File: src/core/otfa_pkg.sv
// Constants shared by the object temperature filter and alert block
package otfa_pkg;

	localparam int DATA_W       = 16;
	localparam int AXI_ADDR_W   = 8;
	localparam int WEIGHT_FRAC  = 8;
	localparam int FILT_NEW_NUM = 1;
	localparam int FILT_OLD_NUM = 4;
	localparam int FILT_DEN     = 5;

	localparam logic [7:0] OFS_CONFIG       = 8'h00;
	localparam logic [7:0] OFS_DIE_WEIGHT   = 8'h04;
	localparam logic [7:0] OFS_VOLT_WEIGHT  = 8'h08;
	localparam logic [7:0] OFS_HIGH_LIMIT   = 8'h0C;
	localparam logic [7:0] OFS_LOW_LIMIT    = 8'h10;
	localparam logic [7:0] OFS_LIMIT_STATUS = 8'h14;
	localparam logic [7:0] OFS_OBJ_RESULT   = 8'h18;
	localparam logic [7:0] OFS_CORR_VOLT    = 8'h1C;
	localparam logic [7:0] OFS_IRQ_STATUS   = 8'h20;
	localparam logic [7:0] OFS_IRQ_MASK     = 8'h24;

	localparam int CFG_TC_EN    = 0;
	localparam int CFG_MODE     = 1;
	localparam int CFG_PIN_EN   = 2;
	localparam int CFG_HI_EN    = 3;
	localparam int CFG_LO_EN    = 4;
	localparam int CFG_W        = 5;

	localparam int STS_HI       = 0;
	localparam int STS_LO       = 1;
	localparam int STS_READY    = 2;
	localparam int STS_OVF      = 3;

	localparam int IRQ_CONV     = 0;
	localparam int IRQ_HIGH     = 1;
	localparam int IRQ_LOW      = 2;
	localparam int IRQ_OVF      = 3;
	localparam int IRQ_W        = 4;

	localparam logic [CFG_W-1:0]  CONFIG_RST     = 5'h00;
	localparam logic [15:0]       DIE_WEIGHT_RST = 16'h0000;
	localparam logic [15:0]       VOLT_WEIGHT_RST = 16'h0000;
	localparam logic [15:0]       HIGH_LIMIT_RST = 16'h7FC0;
	localparam logic [15:0]       LOW_LIMIT_RST  = 16'h8000;
	localparam logic [IRQ_W-1:0]  IRQ_MASK_RST   = 4'h0;

	localparam logic [1:0] RESP_OKAY   = 2'h0;
	localparam logic [1:0] RESP_SLVERR = 2'h2;

endpackage

File: src/core/otfa_object_temp_filter_alert.sv
// Object temperature correction, filter, limit alert and AXI4-Lite registers
//
// Implementation choices: the AXI4-Lite register port and the address map.
`timescale 1ns/10ps
`default_nettype none
module otfa_object_temp_filter_alert
	import otfa_pkg::*;
(
	input  wire logic                  clk_sys_in,
	input  wire logic                  resetn_in,
	input  wire logic [AXI_ADDR_W-1:0] s_axi_awaddr_in,
	input  wire logic                  s_axi_awvalid_in,
	output logic                       s_axi_awready_out,
	input  wire logic [31:0]           s_axi_wdata_in,
	input  wire logic [3:0]            s_axi_wstrb_in,
	input  wire logic                  s_axi_wvalid_in,
	output logic                       s_axi_wready_out,
	output logic [1:0]                 s_axi_bresp_out,
	output logic                       s_axi_bvalid_out,
	input  wire logic                  s_axi_bready_in,
	input  wire logic [AXI_ADDR_W-1:0] s_axi_araddr_in,
	input  wire logic                  s_axi_arvalid_in,
	output logic                       s_axi_arready_out,
	output logic [31:0]                s_axi_rdata_out,
	output logic [1:0]                 s_axi_rresp_out,
	output logic                       s_axi_rvalid_out,
	input  wire logic                  s_axi_rready_in,
	input  wire logic                  sample_valid_in,
	input  wire logic [DATA_W-1:0]     sensor_voltage_in,
	input  wire logic [DATA_W-1:0]     die_temp_in,
	output logic [DATA_W-1:0]          corrected_sensor_voltage_out,
	output logic                       corr_valid_out,
	input  wire logic                  obj_valid_in,
	input  wire logic [DATA_W-1:0]     obj_temp_in,
	input  wire logic                  alert_resp_done_in,
	input  wire logic                  alert_arb_won_in,
	output logic                       alert_out,
	output logic                       alert_cause_out,
	output logic                       irq_out
);

	typedef struct packed {
		logic [CFG_W-1:0]      cfg;
		logic [DATA_W-1:0]     w_die;
		logic [DATA_W-1:0]     w_volt;
		logic [DATA_W-1:0]     hi_lim;
		logic [DATA_W-1:0]     lo_lim;
		logic                  hi_flag;
		logic                  lo_flag;
		logic                  ready_flag;
		logic                  ovf_flag;
		logic                  pin_pend;
		logic [IRQ_W-1:0]      irq_stat;
		logic [IRQ_W-1:0]      irq_mask;
		logic                  aw_full;
		logic [AXI_ADDR_W-1:0] awaddr;
		logic                  w_full;
		logic [31:0]           wdata;
		logic [3:0]            wstrb;
		logic                  aw_rdy;
		logic                  w_rdy;
		logic                  ar_rdy;
		logic                  bvalid;
		logic [1:0]            bresp;
		logic                  rvalid;
		logic [31:0]           rdata;
		logic [1:0]            rresp;
		logic                  alert;
		logic                  cause;
		logic                  irq;
	} otfa_top_state_type;

	otfa_top_state_type st_r;
	otfa_top_state_type st_nxt;
	logic [DATA_W-1:0]  corr_v;
	logic               corr_sat;
	logic [DATA_W-1:0]  result;
	logic               conv_end;
	logic               wr_go;
	logic               rd_clr;
	logic               hi_set;
	logic               lo_set;
	logic               above;
	logic               below;
	logic [IRQ_W-1:0]   irq_ev;
	logic [IRQ_W-1:0]   irq_clr;
	logic [31:0]        rd_word;
	logic               rd_hit;

	function automatic logic [15:0] merge16(input logic [15:0] old, input logic [31:0] data, input logic [3:0] strb);
		logic [15:0] res;
		res = old;
		if (strb[0])
			res[7:0] = data[7:0];
		if (strb[1])
			res[15:8] = data[15:8];
		return res;
	endfunction

	otfa_slope_corr #(
		.W    (DATA_W),
		.FRAC (WEIGHT_FRAC)
	) u_corr (
		.clk_sys_in      (clk_sys_in),
		.resetn_in       (resetn_in),
		.enable_in       (st_r.cfg[CFG_TC_EN]),
		.sample_valid_in (sample_valid_in),
		.v_in            (sensor_voltage_in),
		.t_in            (die_temp_in),
		.w_die_in        (st_r.w_die),
		.w_volt_in       (st_r.w_volt),
		.v_out           (corr_v),
		.valid_out       (corr_valid_out),
		.sat_out         (corr_sat)
	);

	otfa_out_filter #(
		.W (DATA_W)
	) u_filt (
		.clk_sys_in (clk_sys_in),
		.resetn_in  (resetn_in),
		.enable_in  (st_r.cfg[CFG_TC_EN]),
		.valid_in   (obj_valid_in),
		.x_in       (obj_temp_in),
		.y_out      (result),
		.valid_out  (conv_end)
	);

	assign corrected_sensor_voltage_out = corr_v;

	// Read data decode
	always_comb
	begin
		rd_word = 32'h0000_0000;
		rd_hit = 1'b1;
		case (s_axi_araddr_in)
			OFS_CONFIG:       rd_word[CFG_W-1:0] = st_r.cfg;
			OFS_DIE_WEIGHT:   rd_word[15:0] = st_r.w_die;
			OFS_VOLT_WEIGHT:  rd_word[15:0] = st_r.w_volt;
			OFS_HIGH_LIMIT:   rd_word[15:0] = st_r.hi_lim;
			OFS_LOW_LIMIT:    rd_word[15:0] = st_r.lo_lim;
			OFS_LIMIT_STATUS:
			begin
				rd_word[STS_HI] = st_r.hi_flag;
				rd_word[STS_LO] = st_r.lo_flag;
				rd_word[STS_READY] = st_r.ready_flag;
				rd_word[STS_OVF] = st_r.ovf_flag;
			end
			OFS_OBJ_RESULT:   rd_word[15:0] = result;
			OFS_CORR_VOLT:    rd_word[15:0] = corr_v;
			OFS_IRQ_STATUS:   rd_word[IRQ_W-1:0] = st_r.irq_stat;
			OFS_IRQ_MASK:     rd_word[IRQ_W-1:0] = st_r.irq_mask;
			default:          rd_hit = 1'b0;
		endcase
	end

	always_comb
	begin
		st_nxt = st_r;
		irq_clr = '0;
		wr_go = st_r.aw_full && st_r.w_full && !st_r.bvalid;
		rd_clr = 1'b0;

		// Write address and data are taken independently
		if (s_axi_awvalid_in && st_r.aw_rdy)
		begin
			st_nxt.aw_full = 1'b1;
			st_nxt.awaddr = s_axi_awaddr_in;
		end
		if (s_axi_wvalid_in && st_r.w_rdy)
		begin
			st_nxt.w_full = 1'b1;
			st_nxt.wdata = s_axi_wdata_in;
			st_nxt.wstrb = s_axi_wstrb_in;
		end
		if (st_r.bvalid && s_axi_bready_in)
			st_nxt.bvalid = 1'b0;
		if (wr_go)
		begin
			st_nxt.aw_full = 1'b0;
			st_nxt.w_full = 1'b0;
			st_nxt.bvalid = 1'b1;
			st_nxt.bresp = RESP_OKAY;
			case (st_r.awaddr)
				OFS_CONFIG:
					if (st_r.wstrb[0])
						st_nxt.cfg = st_r.wdata[CFG_W-1:0];
				OFS_DIE_WEIGHT:   st_nxt.w_die = merge16(st_r.w_die, st_r.wdata, st_r.wstrb);
				OFS_VOLT_WEIGHT:  st_nxt.w_volt = merge16(st_r.w_volt, st_r.wdata, st_r.wstrb);
				OFS_HIGH_LIMIT:   st_nxt.hi_lim = merge16(st_r.hi_lim, st_r.wdata, st_r.wstrb);
				OFS_LOW_LIMIT:    st_nxt.lo_lim = merge16(st_r.lo_lim, st_r.wdata, st_r.wstrb);
				OFS_IRQ_STATUS:
					if (st_r.wstrb[0])
						irq_clr = st_r.wdata[IRQ_W-1:0];
				OFS_IRQ_MASK:
					if (st_r.wstrb[0])
						st_nxt.irq_mask = st_r.wdata[IRQ_W-1:0];
				default:          st_nxt.bresp = RESP_SLVERR;
			endcase
		end
		st_nxt.aw_rdy = !st_nxt.aw_full;
		st_nxt.w_rdy = !st_nxt.w_full;

		// Read channel, one outstanding
		if (st_r.rvalid && s_axi_rready_in)
			st_nxt.rvalid = 1'b0;
		if (s_axi_arvalid_in && st_r.ar_rdy)
		begin
			st_nxt.rvalid = 1'b1;
			st_nxt.rdata = rd_word;
			st_nxt.rresp = rd_hit ? RESP_OKAY : RESP_SLVERR;
			rd_clr = (s_axi_araddr_in == OFS_LIMIT_STATUS);
		end
		st_nxt.ar_rdy = !st_nxt.rvalid;

		// Limit compare on the final result
		above = $signed(result) > $signed(st_r.hi_lim);
		below = $signed(result) < $signed(st_r.lo_lim);
		hi_set = 1'b0;
		lo_set = 1'b0;
		if (!st_r.cfg[CFG_MODE])
		begin
			hi_set = conv_end && st_r.cfg[CFG_HI_EN] && above;
			lo_set = conv_end && st_r.cfg[CFG_LO_EN] && below;
			// Set wins over a status read in the same cycle
			st_nxt.hi_flag = (st_r.hi_flag && !rd_clr) || hi_set;
			st_nxt.lo_flag = (st_r.lo_flag && !rd_clr) || lo_set;
			if (rd_clr)
				st_nxt.pin_pend = 1'b0;
			if (alert_resp_done_in && alert_arb_won_in && st_r.alert)
				st_nxt.pin_pend = 1'b0;
			if (hi_set || lo_set)
				st_nxt.pin_pend = 1'b1;
		end
		else
		begin
			st_nxt.lo_flag = 1'b0;
			st_nxt.pin_pend = 1'b0;
			if (conv_end)
			begin
				if (!st_r.cfg[CFG_HI_EN])
					st_nxt.hi_flag = 1'b0;
				else if (above)
				begin
					st_nxt.hi_flag = 1'b1;
					hi_set = !st_r.hi_flag;
				end
				else if (below)
					st_nxt.hi_flag = 1'b0;
			end
		end
		st_nxt.alert = st_r.cfg[CFG_PIN_EN] && (st_r.cfg[CFG_MODE] ? st_nxt.hi_flag : st_nxt.pin_pend);
		st_nxt.cause = st_nxt.hi_flag;

		// Status extras, set wins over read clear
		st_nxt.ready_flag = (st_r.ready_flag && !rd_clr) || conv_end;
		st_nxt.ovf_flag = (st_r.ovf_flag && !rd_clr) || (corr_valid_out && corr_sat);

		// Sticky interrupt events, write one to clear, set wins
		irq_ev = '0;
		irq_ev[IRQ_CONV] = conv_end;
		irq_ev[IRQ_HIGH] = hi_set;
		irq_ev[IRQ_LOW] = lo_set;
		irq_ev[IRQ_OVF] = corr_valid_out && corr_sat;
		st_nxt.irq_stat = (st_r.irq_stat & ~irq_clr) | irq_ev;
		st_nxt.irq = |(st_nxt.irq_stat & st_nxt.irq_mask);

		if (!resetn_in)
		begin
			st_nxt = '0;
			st_nxt.cfg = CONFIG_RST;
			st_nxt.w_die = DIE_WEIGHT_RST;
			st_nxt.w_volt = VOLT_WEIGHT_RST;
			st_nxt.hi_lim = HIGH_LIMIT_RST;
			st_nxt.lo_lim = LOW_LIMIT_RST;
			st_nxt.irq_mask = IRQ_MASK_RST;
		end
	end

	always_ff @(posedge clk_sys_in)
	begin
		st_r <= st_nxt;
	end

	assign s_axi_awready_out = st_r.aw_rdy;
	assign s_axi_wready_out = st_r.w_rdy;
	assign s_axi_bresp_out = st_r.bresp;
	assign s_axi_bvalid_out = st_r.bvalid;
	assign s_axi_arready_out = st_r.ar_rdy;
	assign s_axi_rdata_out = st_r.rdata;
	assign s_axi_rresp_out = st_r.rresp;
	assign s_axi_rvalid_out = st_r.rvalid;
	assign alert_out = st_r.alert;
	assign alert_cause_out = st_r.cause;
	assign irq_out = st_r.irq;

endmodule
`default_nettype wire

File: src/core/otfa_slope_corr.sv
// Transient correction of the sensor voltage from die and voltage slopes
`timescale 1ns/10ps
`default_nettype none
module otfa_slope_corr
	import otfa_pkg::*;
#(
	parameter int W    = DATA_W,
	parameter int FRAC = WEIGHT_FRAC
)
(
	input  wire logic         clk_sys_in,
	input  wire logic         resetn_in,
	input  wire logic         enable_in,
	input  wire logic         sample_valid_in,
	input  wire logic [W-1:0] v_in,
	input  wire logic [W-1:0] t_in,
	input  wire logic [W-1:0] w_die_in,
	input  wire logic [W-1:0] w_volt_in,
	output logic      [W-1:0] v_out,
	output logic              valid_out,
	output logic              sat_out
);

	localparam int ACC_W = 2 * W + 2;
	localparam logic signed [ACC_W-1:0] VMAX = ACC_W'((2 ** (W - 1)) - 1);
	localparam logic signed [ACC_W-1:0] VMIN = -VMAX - ACC_W'(1);

	typedef struct packed {
		logic         have_prev;
		logic [W-1:0] v_prev;
		logic [W-1:0] t_prev;
		logic [W-1:0] v_out;
		logic         valid;
		logic         sat;
	} otfa_corr_state_type;

	otfa_corr_state_type st_r;
	otfa_corr_state_type st_nxt;
	logic signed [ACC_W-1:0] d_t;
	logic signed [ACC_W-1:0] d_v;
	logic signed [ACC_W-1:0] acc;
	logic signed [ACC_W-1:0] total;

	always_comb
	begin
		st_nxt = st_r;
		st_nxt.valid = 1'b0;
		d_t = '0;
		d_v = '0;
		if (st_r.have_prev)
		begin
			d_t = ACC_W'($signed(t_in)) - ACC_W'($signed(st_r.t_prev));
			d_v = ACC_W'($signed(v_in)) - ACC_W'($signed(st_r.v_prev));
		end
		// Zero weights leave the voltage untouched
		acc = (ACC_W'($signed(w_die_in)) * d_t + ACC_W'($signed(w_volt_in)) * d_v) >>> FRAC;
		total = ACC_W'($signed(v_in)) + acc;
		if (sample_valid_in)
		begin
			st_nxt.have_prev = 1'b1;
			st_nxt.v_prev = v_in;
			st_nxt.t_prev = t_in;
			st_nxt.valid = 1'b1;
			st_nxt.sat = 1'b0;
			if (!enable_in)
				st_nxt.v_out = v_in;
			else if (total > VMAX)
			begin
				st_nxt.v_out = W'(VMAX);
				st_nxt.sat = 1'b1;
			end
			else if (total < VMIN)
			begin
				st_nxt.v_out = W'(VMIN);
				st_nxt.sat = 1'b1;
			end
			else
				st_nxt.v_out = W'(total);
		end
		if (!resetn_in)
			st_nxt = '0;
	end

	always_ff @(posedge clk_sys_in)
	begin
		st_r <= st_nxt;
	end

	assign v_out = st_r.v_out;
	assign valid_out = st_r.valid;
	assign sat_out = st_r.sat;

endmodule
`default_nettype wire

File: src/core/otfa_out_filter.sv
// First-order output filter of the object temperature result
`timescale 1ns/10ps
`default_nettype none
module otfa_out_filter
	import otfa_pkg::*;
#(
	parameter int W = DATA_W
)
(
	input  wire logic         clk_sys_in,
	input  wire logic         resetn_in,
	input  wire logic         enable_in,
	input  wire logic         valid_in,
	input  wire logic [W-1:0] x_in,
	output logic      [W-1:0] y_out,
	output logic              valid_out
);

	localparam int SUM_W = W + 4;
	localparam logic signed [SUM_W-1:0] K_NEW = SUM_W'(FILT_NEW_NUM);
	localparam logic signed [SUM_W-1:0] K_OLD = SUM_W'(FILT_OLD_NUM);
	localparam logic signed [SUM_W-1:0] K_DEN = SUM_W'(FILT_DEN);

	typedef struct packed {
		logic         primed;
		logic [W-1:0] y;
		logic         valid;
	} otfa_filt_state_type;

	otfa_filt_state_type st_r;
	otfa_filt_state_type st_nxt;
	logic signed [SUM_W-1:0] sum;
	logic signed [SUM_W-1:0] quo;

	always_comb
	begin
		st_nxt = st_r;
		st_nxt.valid = 1'b0;
		sum = K_NEW * SUM_W'($signed(x_in)) + K_OLD * SUM_W'($signed(st_r.y));
		quo = sum / K_DEN;
		if (!enable_in)
			st_nxt.primed = 1'b0;
		if (valid_in)
		begin
			st_nxt.valid = 1'b1;
			if (!enable_in)
				st_nxt.y = x_in;
			else if (!st_r.primed)
			begin
				st_nxt.y = x_in;
				st_nxt.primed = 1'b1;
			end
			else
				st_nxt.y = W'(quo);
		end
		if (!resetn_in)
			st_nxt = '0;
	end

	always_ff @(posedge clk_sys_in)
	begin
		st_r <= st_nxt;
	end

	assign y_out = st_r.y;
	assign valid_out = st_r.valid;

endmodule
`default_nettype wire

File: config.mk
export PLATFORM = sky130hd
export DESIGN_NAME = otfa_object_temp_filter_alert
export DESIGN_NICKNAME = d
export VERILOG_FILES = /design/src/core/otfa_pkg.sv /design/src/core/otfa_object_temp_filter_alert.sv /design/src/core/otfa_slope_corr.sv /design/src/core/otfa_out_filter.sv
export SDC_FILE = /design/constraint.sdc
export NUM_CORES = 2
export LEC_CHECK = 0
export BUFFER_PORTS_ARGS = -buffer_cell sky130_fd_sc_hd__buf_2
export CORE_AREA = 4 4 195 339
export DETAILED_ROUTE_END_ITERATION = 6
export DIE_AREA = 0 0 199 343
export PLACE_DENSITY = 0.8
export RECOVER_POWER = 50
export SYNTH_ARGS = -nofsm -noshare
export SYNTH_HDL_FRONTEND = slang
export SYNTH_HIERARCHICAL = 1
export SYNTH_SLANG_ARGS = --single-unit
File: constraint.sdc
create_clock -name clk_sys_in -period 40.5 [get_ports clk_sys_in]
set_input_delay 8.1 -clock clk_sys_in [delete_from_list [all_inputs] [get_ports clk_sys_in]]
set_output_delay 8.1 -clock clk_sys_in [all_outputs]
set_load 0.005 [all_outputs]
==> run metrics <==
status=finished with violations; failing checks=max-capacitance violations, max-slew violations; Area Growth Syn to Fin=3.91%; Worst-path clk slew=0.06 ns; first-pass GRT wire length=190 mm; Worst Hold Depth=2; vias in the first global route=35700; Worst path top cell family by delay=adder cells; CP Max Fanout=15; number of antenna violations at the first check in global routing=8; CP Depth=46; P_leak=20.3 nW; Die Wd=199 um; Largest stage delay, worst path=0.73 ns; TritonRoute pass-1 iters=6; Detailed Route WL=120 mm; required time worst endpoint=40.93 ns; Post-Syn Area per Cell=8.54 um2; R2R setup slack=26.69 ns; Post-Syn Instances=4564; Post-route DRC=0; Total Negative Setup Slacks=0 ns; die height=343 um; hold crit path type=reg2reg; maximum clock frequency=47.2 MHz; post-detail-place hpwl=99.3 mm; Worst path slowest cell=a31oi_1; Initial Util=61.7%; cts hold-fix bufs=0; grt total ovfl=0; Tmin final=21.18 ns; ys async rst share=0%; I/O pins=172; Worst Slack Setup Final=19.32 ns; Post-CTS Setup Bufs=0; Peak VDD IR=64.6 uV; Total Power=1.12 mW; Skew-Pair Late Insertion Delay=0.53 ns; layout net count=5526; Worst setup EP type=register; Seq cells post-synth=204; Core Area=63200 um2; num rows=122; Yosys cell types=138; ratio of cells with drive above 1 in the final layout=7.85%; Max Slew Vio Count=181; final setup fails=0; Worst Tran Pin Value=3.81 ns; routed vias=33500; port bufs=135; vias per cell=6.25; Post-Place Setup Slack=19.12 ns; clock tree buffer depth=3; Final ANT Viol Nets=0; Setup crit start kind=input port; crit share post-route=52.3%; EDFF count, synth=0; clk_skew=0.0244 ns; Top FF cell, synth=dfxtp_1; post-cts sizing count=0; final-report hold violation count=0; Clock Sinks=204; final hold slack=0.460 ns; Max-Cap Viols=3; Yosys warning count=6; r2r worst-path depth=44; WP buf/inv=6; gr usage total=35.6%; CP arrival=21.60 ns; wire per inst=22.5 um; largest net degree at the start of global routing=87; CTS tree=built; root buffer cell=clkbuf_16; CTS H-tree lvls=1; synthesized area=39000 um2; Seq/Total Area, Yosys=10.5%; CP most frequent cell=fa_1; kind of critical path=in2reg; die area=68300 um2; Rel. slew slack=-154%; Power Density=27.6 nW/um2; initial DRC count=2675; cts bufs inserted=21; RSZ-0062 raised after global routing=false; gpl congestion=1.05
[per-stage QoR]
| step | utilization [%] | cell area, um2 | instances |
|---|---|---|---|
| global route | 64.1 | 40500 | 5358 |
| floorplan | - | 39000 | 4581 |
| global placement | 63.1 | 39900 | 5319 |
| CTS | 64.1 | 40500 | 5355 |
| finish | 64.1 | 40500 | 5362 |
| detailed placement | 63.1 | 39900 | 5319 |
[cells in the mapped netlist (all sizes together), types with 33 or more instances]
cell type	instances	area share, %
nand2b	36	0.58
dfxtp	204	10
o211ai	38	0.86
xor2	45	1.0
nor2b	61	0.98
or2	33	0.54
nand3	99	1.3
and3	145	2.3
fa	605	31
nor3	50	0.71
o21ai	160	2.1
clkbuf	152	1.5
nand2	421	4.1
and2	120	1.9
inv	777	7.5
a21o	36	0.69
a21oi	199	2.7
mux2i	113	2.9
a211oi	34	0.73
a31oi	40	0.68
ha	274	8.8
xnor2	89	2.1
nor2	325	3.3
buf	115	2.0
[flip-flops by register name, indices dropped and copies added (netlist names), 16 cells and up]
register and flops:
s_axi_rdata_out 16, st_r 109, u_corr/st_r 33, u_corr/v_out 16, u_filt/y_out 16
[worst register-to-register path: cells and delay by family, from the launching register on]
family	cells	cell delay (ns)
adders and majority gates	12	5.56
AOI/OAI and AO/OA	17	4.80
and+or+nand+nor	10	2.65
DFF	1	0.31
buffers and inverters	4	0.23
xor gates and xnor gates	1	0.18
[worst paths after layout]
path                                      start              end
worst min-delay path                   st_r[99]         st_r[99]
worst min register to register         st_r[99]         st_r[99]
worst max register to register  u_corr/st_r[18]  u_corr/v_out[1]
worst max-delay path             die_temp_in[0]  u_corr/v_out[1]
[cell usage in the layout, fill, tap and decap left out, types with 13 or more instances in the layout]
cell type and instances:
conb_1 18, fa_1 605, a31oi_1 39, and2_1 111, buf_4 62, nor4_1 13, o21bai_1 14, inv_1 777
o22ai_1 15, mux2i_1 113, a21o_1 36, nand2_1 419, a22oi_1 23, o21ai_1 38, buf_2 108, a221oi_1 15
nand2b_1 36, nand3_1 97, xnor2_1 84, o211ai_1 30, or3_1 15, ha_1 274, dfxtp_1 203, o21ai_0 118
a21oi_1 190, o21a_1 26, xor2_1 43, o221ai_1 18, or2_2 28, nand4_1 28, nor2b_1 61, a211oi_1 30
and3_1 144, nor2_1 317, nor3_1 44, clkbuf_1 30, clkbuf_16 21
[where the power goes]
part / switching (mW) / total (mW) / internal [mW]
combinational: 0.476 / 0.705 / 0.228
sequential: 0.0111 / 0.219 / 0.208
clock: 0.0869 / 0.193 / 0.107
total: 0.574 / 1.12 / 0.542
[per-layer routing]
metal / global-route usage [%] / up-vias / wire [um]
met1: 37.9 / 16400 / 39700
met4: 28.1 / 4 / 12000
met2: 61.9 / 1674 / 60500
li1: - / 14800 / -
met3: 5.53 / 646 / 8150
met5: 0 / - / 25
[cell type report]
class,instances,area [um2]
fill,5425,22700
multi-input combinational,3331,30700
inverter,779,2930
tap,806,1010
timing repair buffer,199,1110
clock buffer,24,557
clock inverter,12,111
sequential,204,4090
antenna,7,17.5
[logic make-up after synthesis]
kind of cell | count (synthesis) | share of synthesized area (%)
simple gates | 1402 | 18.1
buf+inv | 1046 | 11.0
fa+ha+maj | 881 | 39.9
compound gates | 775 | 14.1
flops | 204 | 10.5
xor+xnor | 134 | 3.13
mux | 121 | 3.25
other cells | 1 | 0.00962
Power figures use the tool's default switching activity.
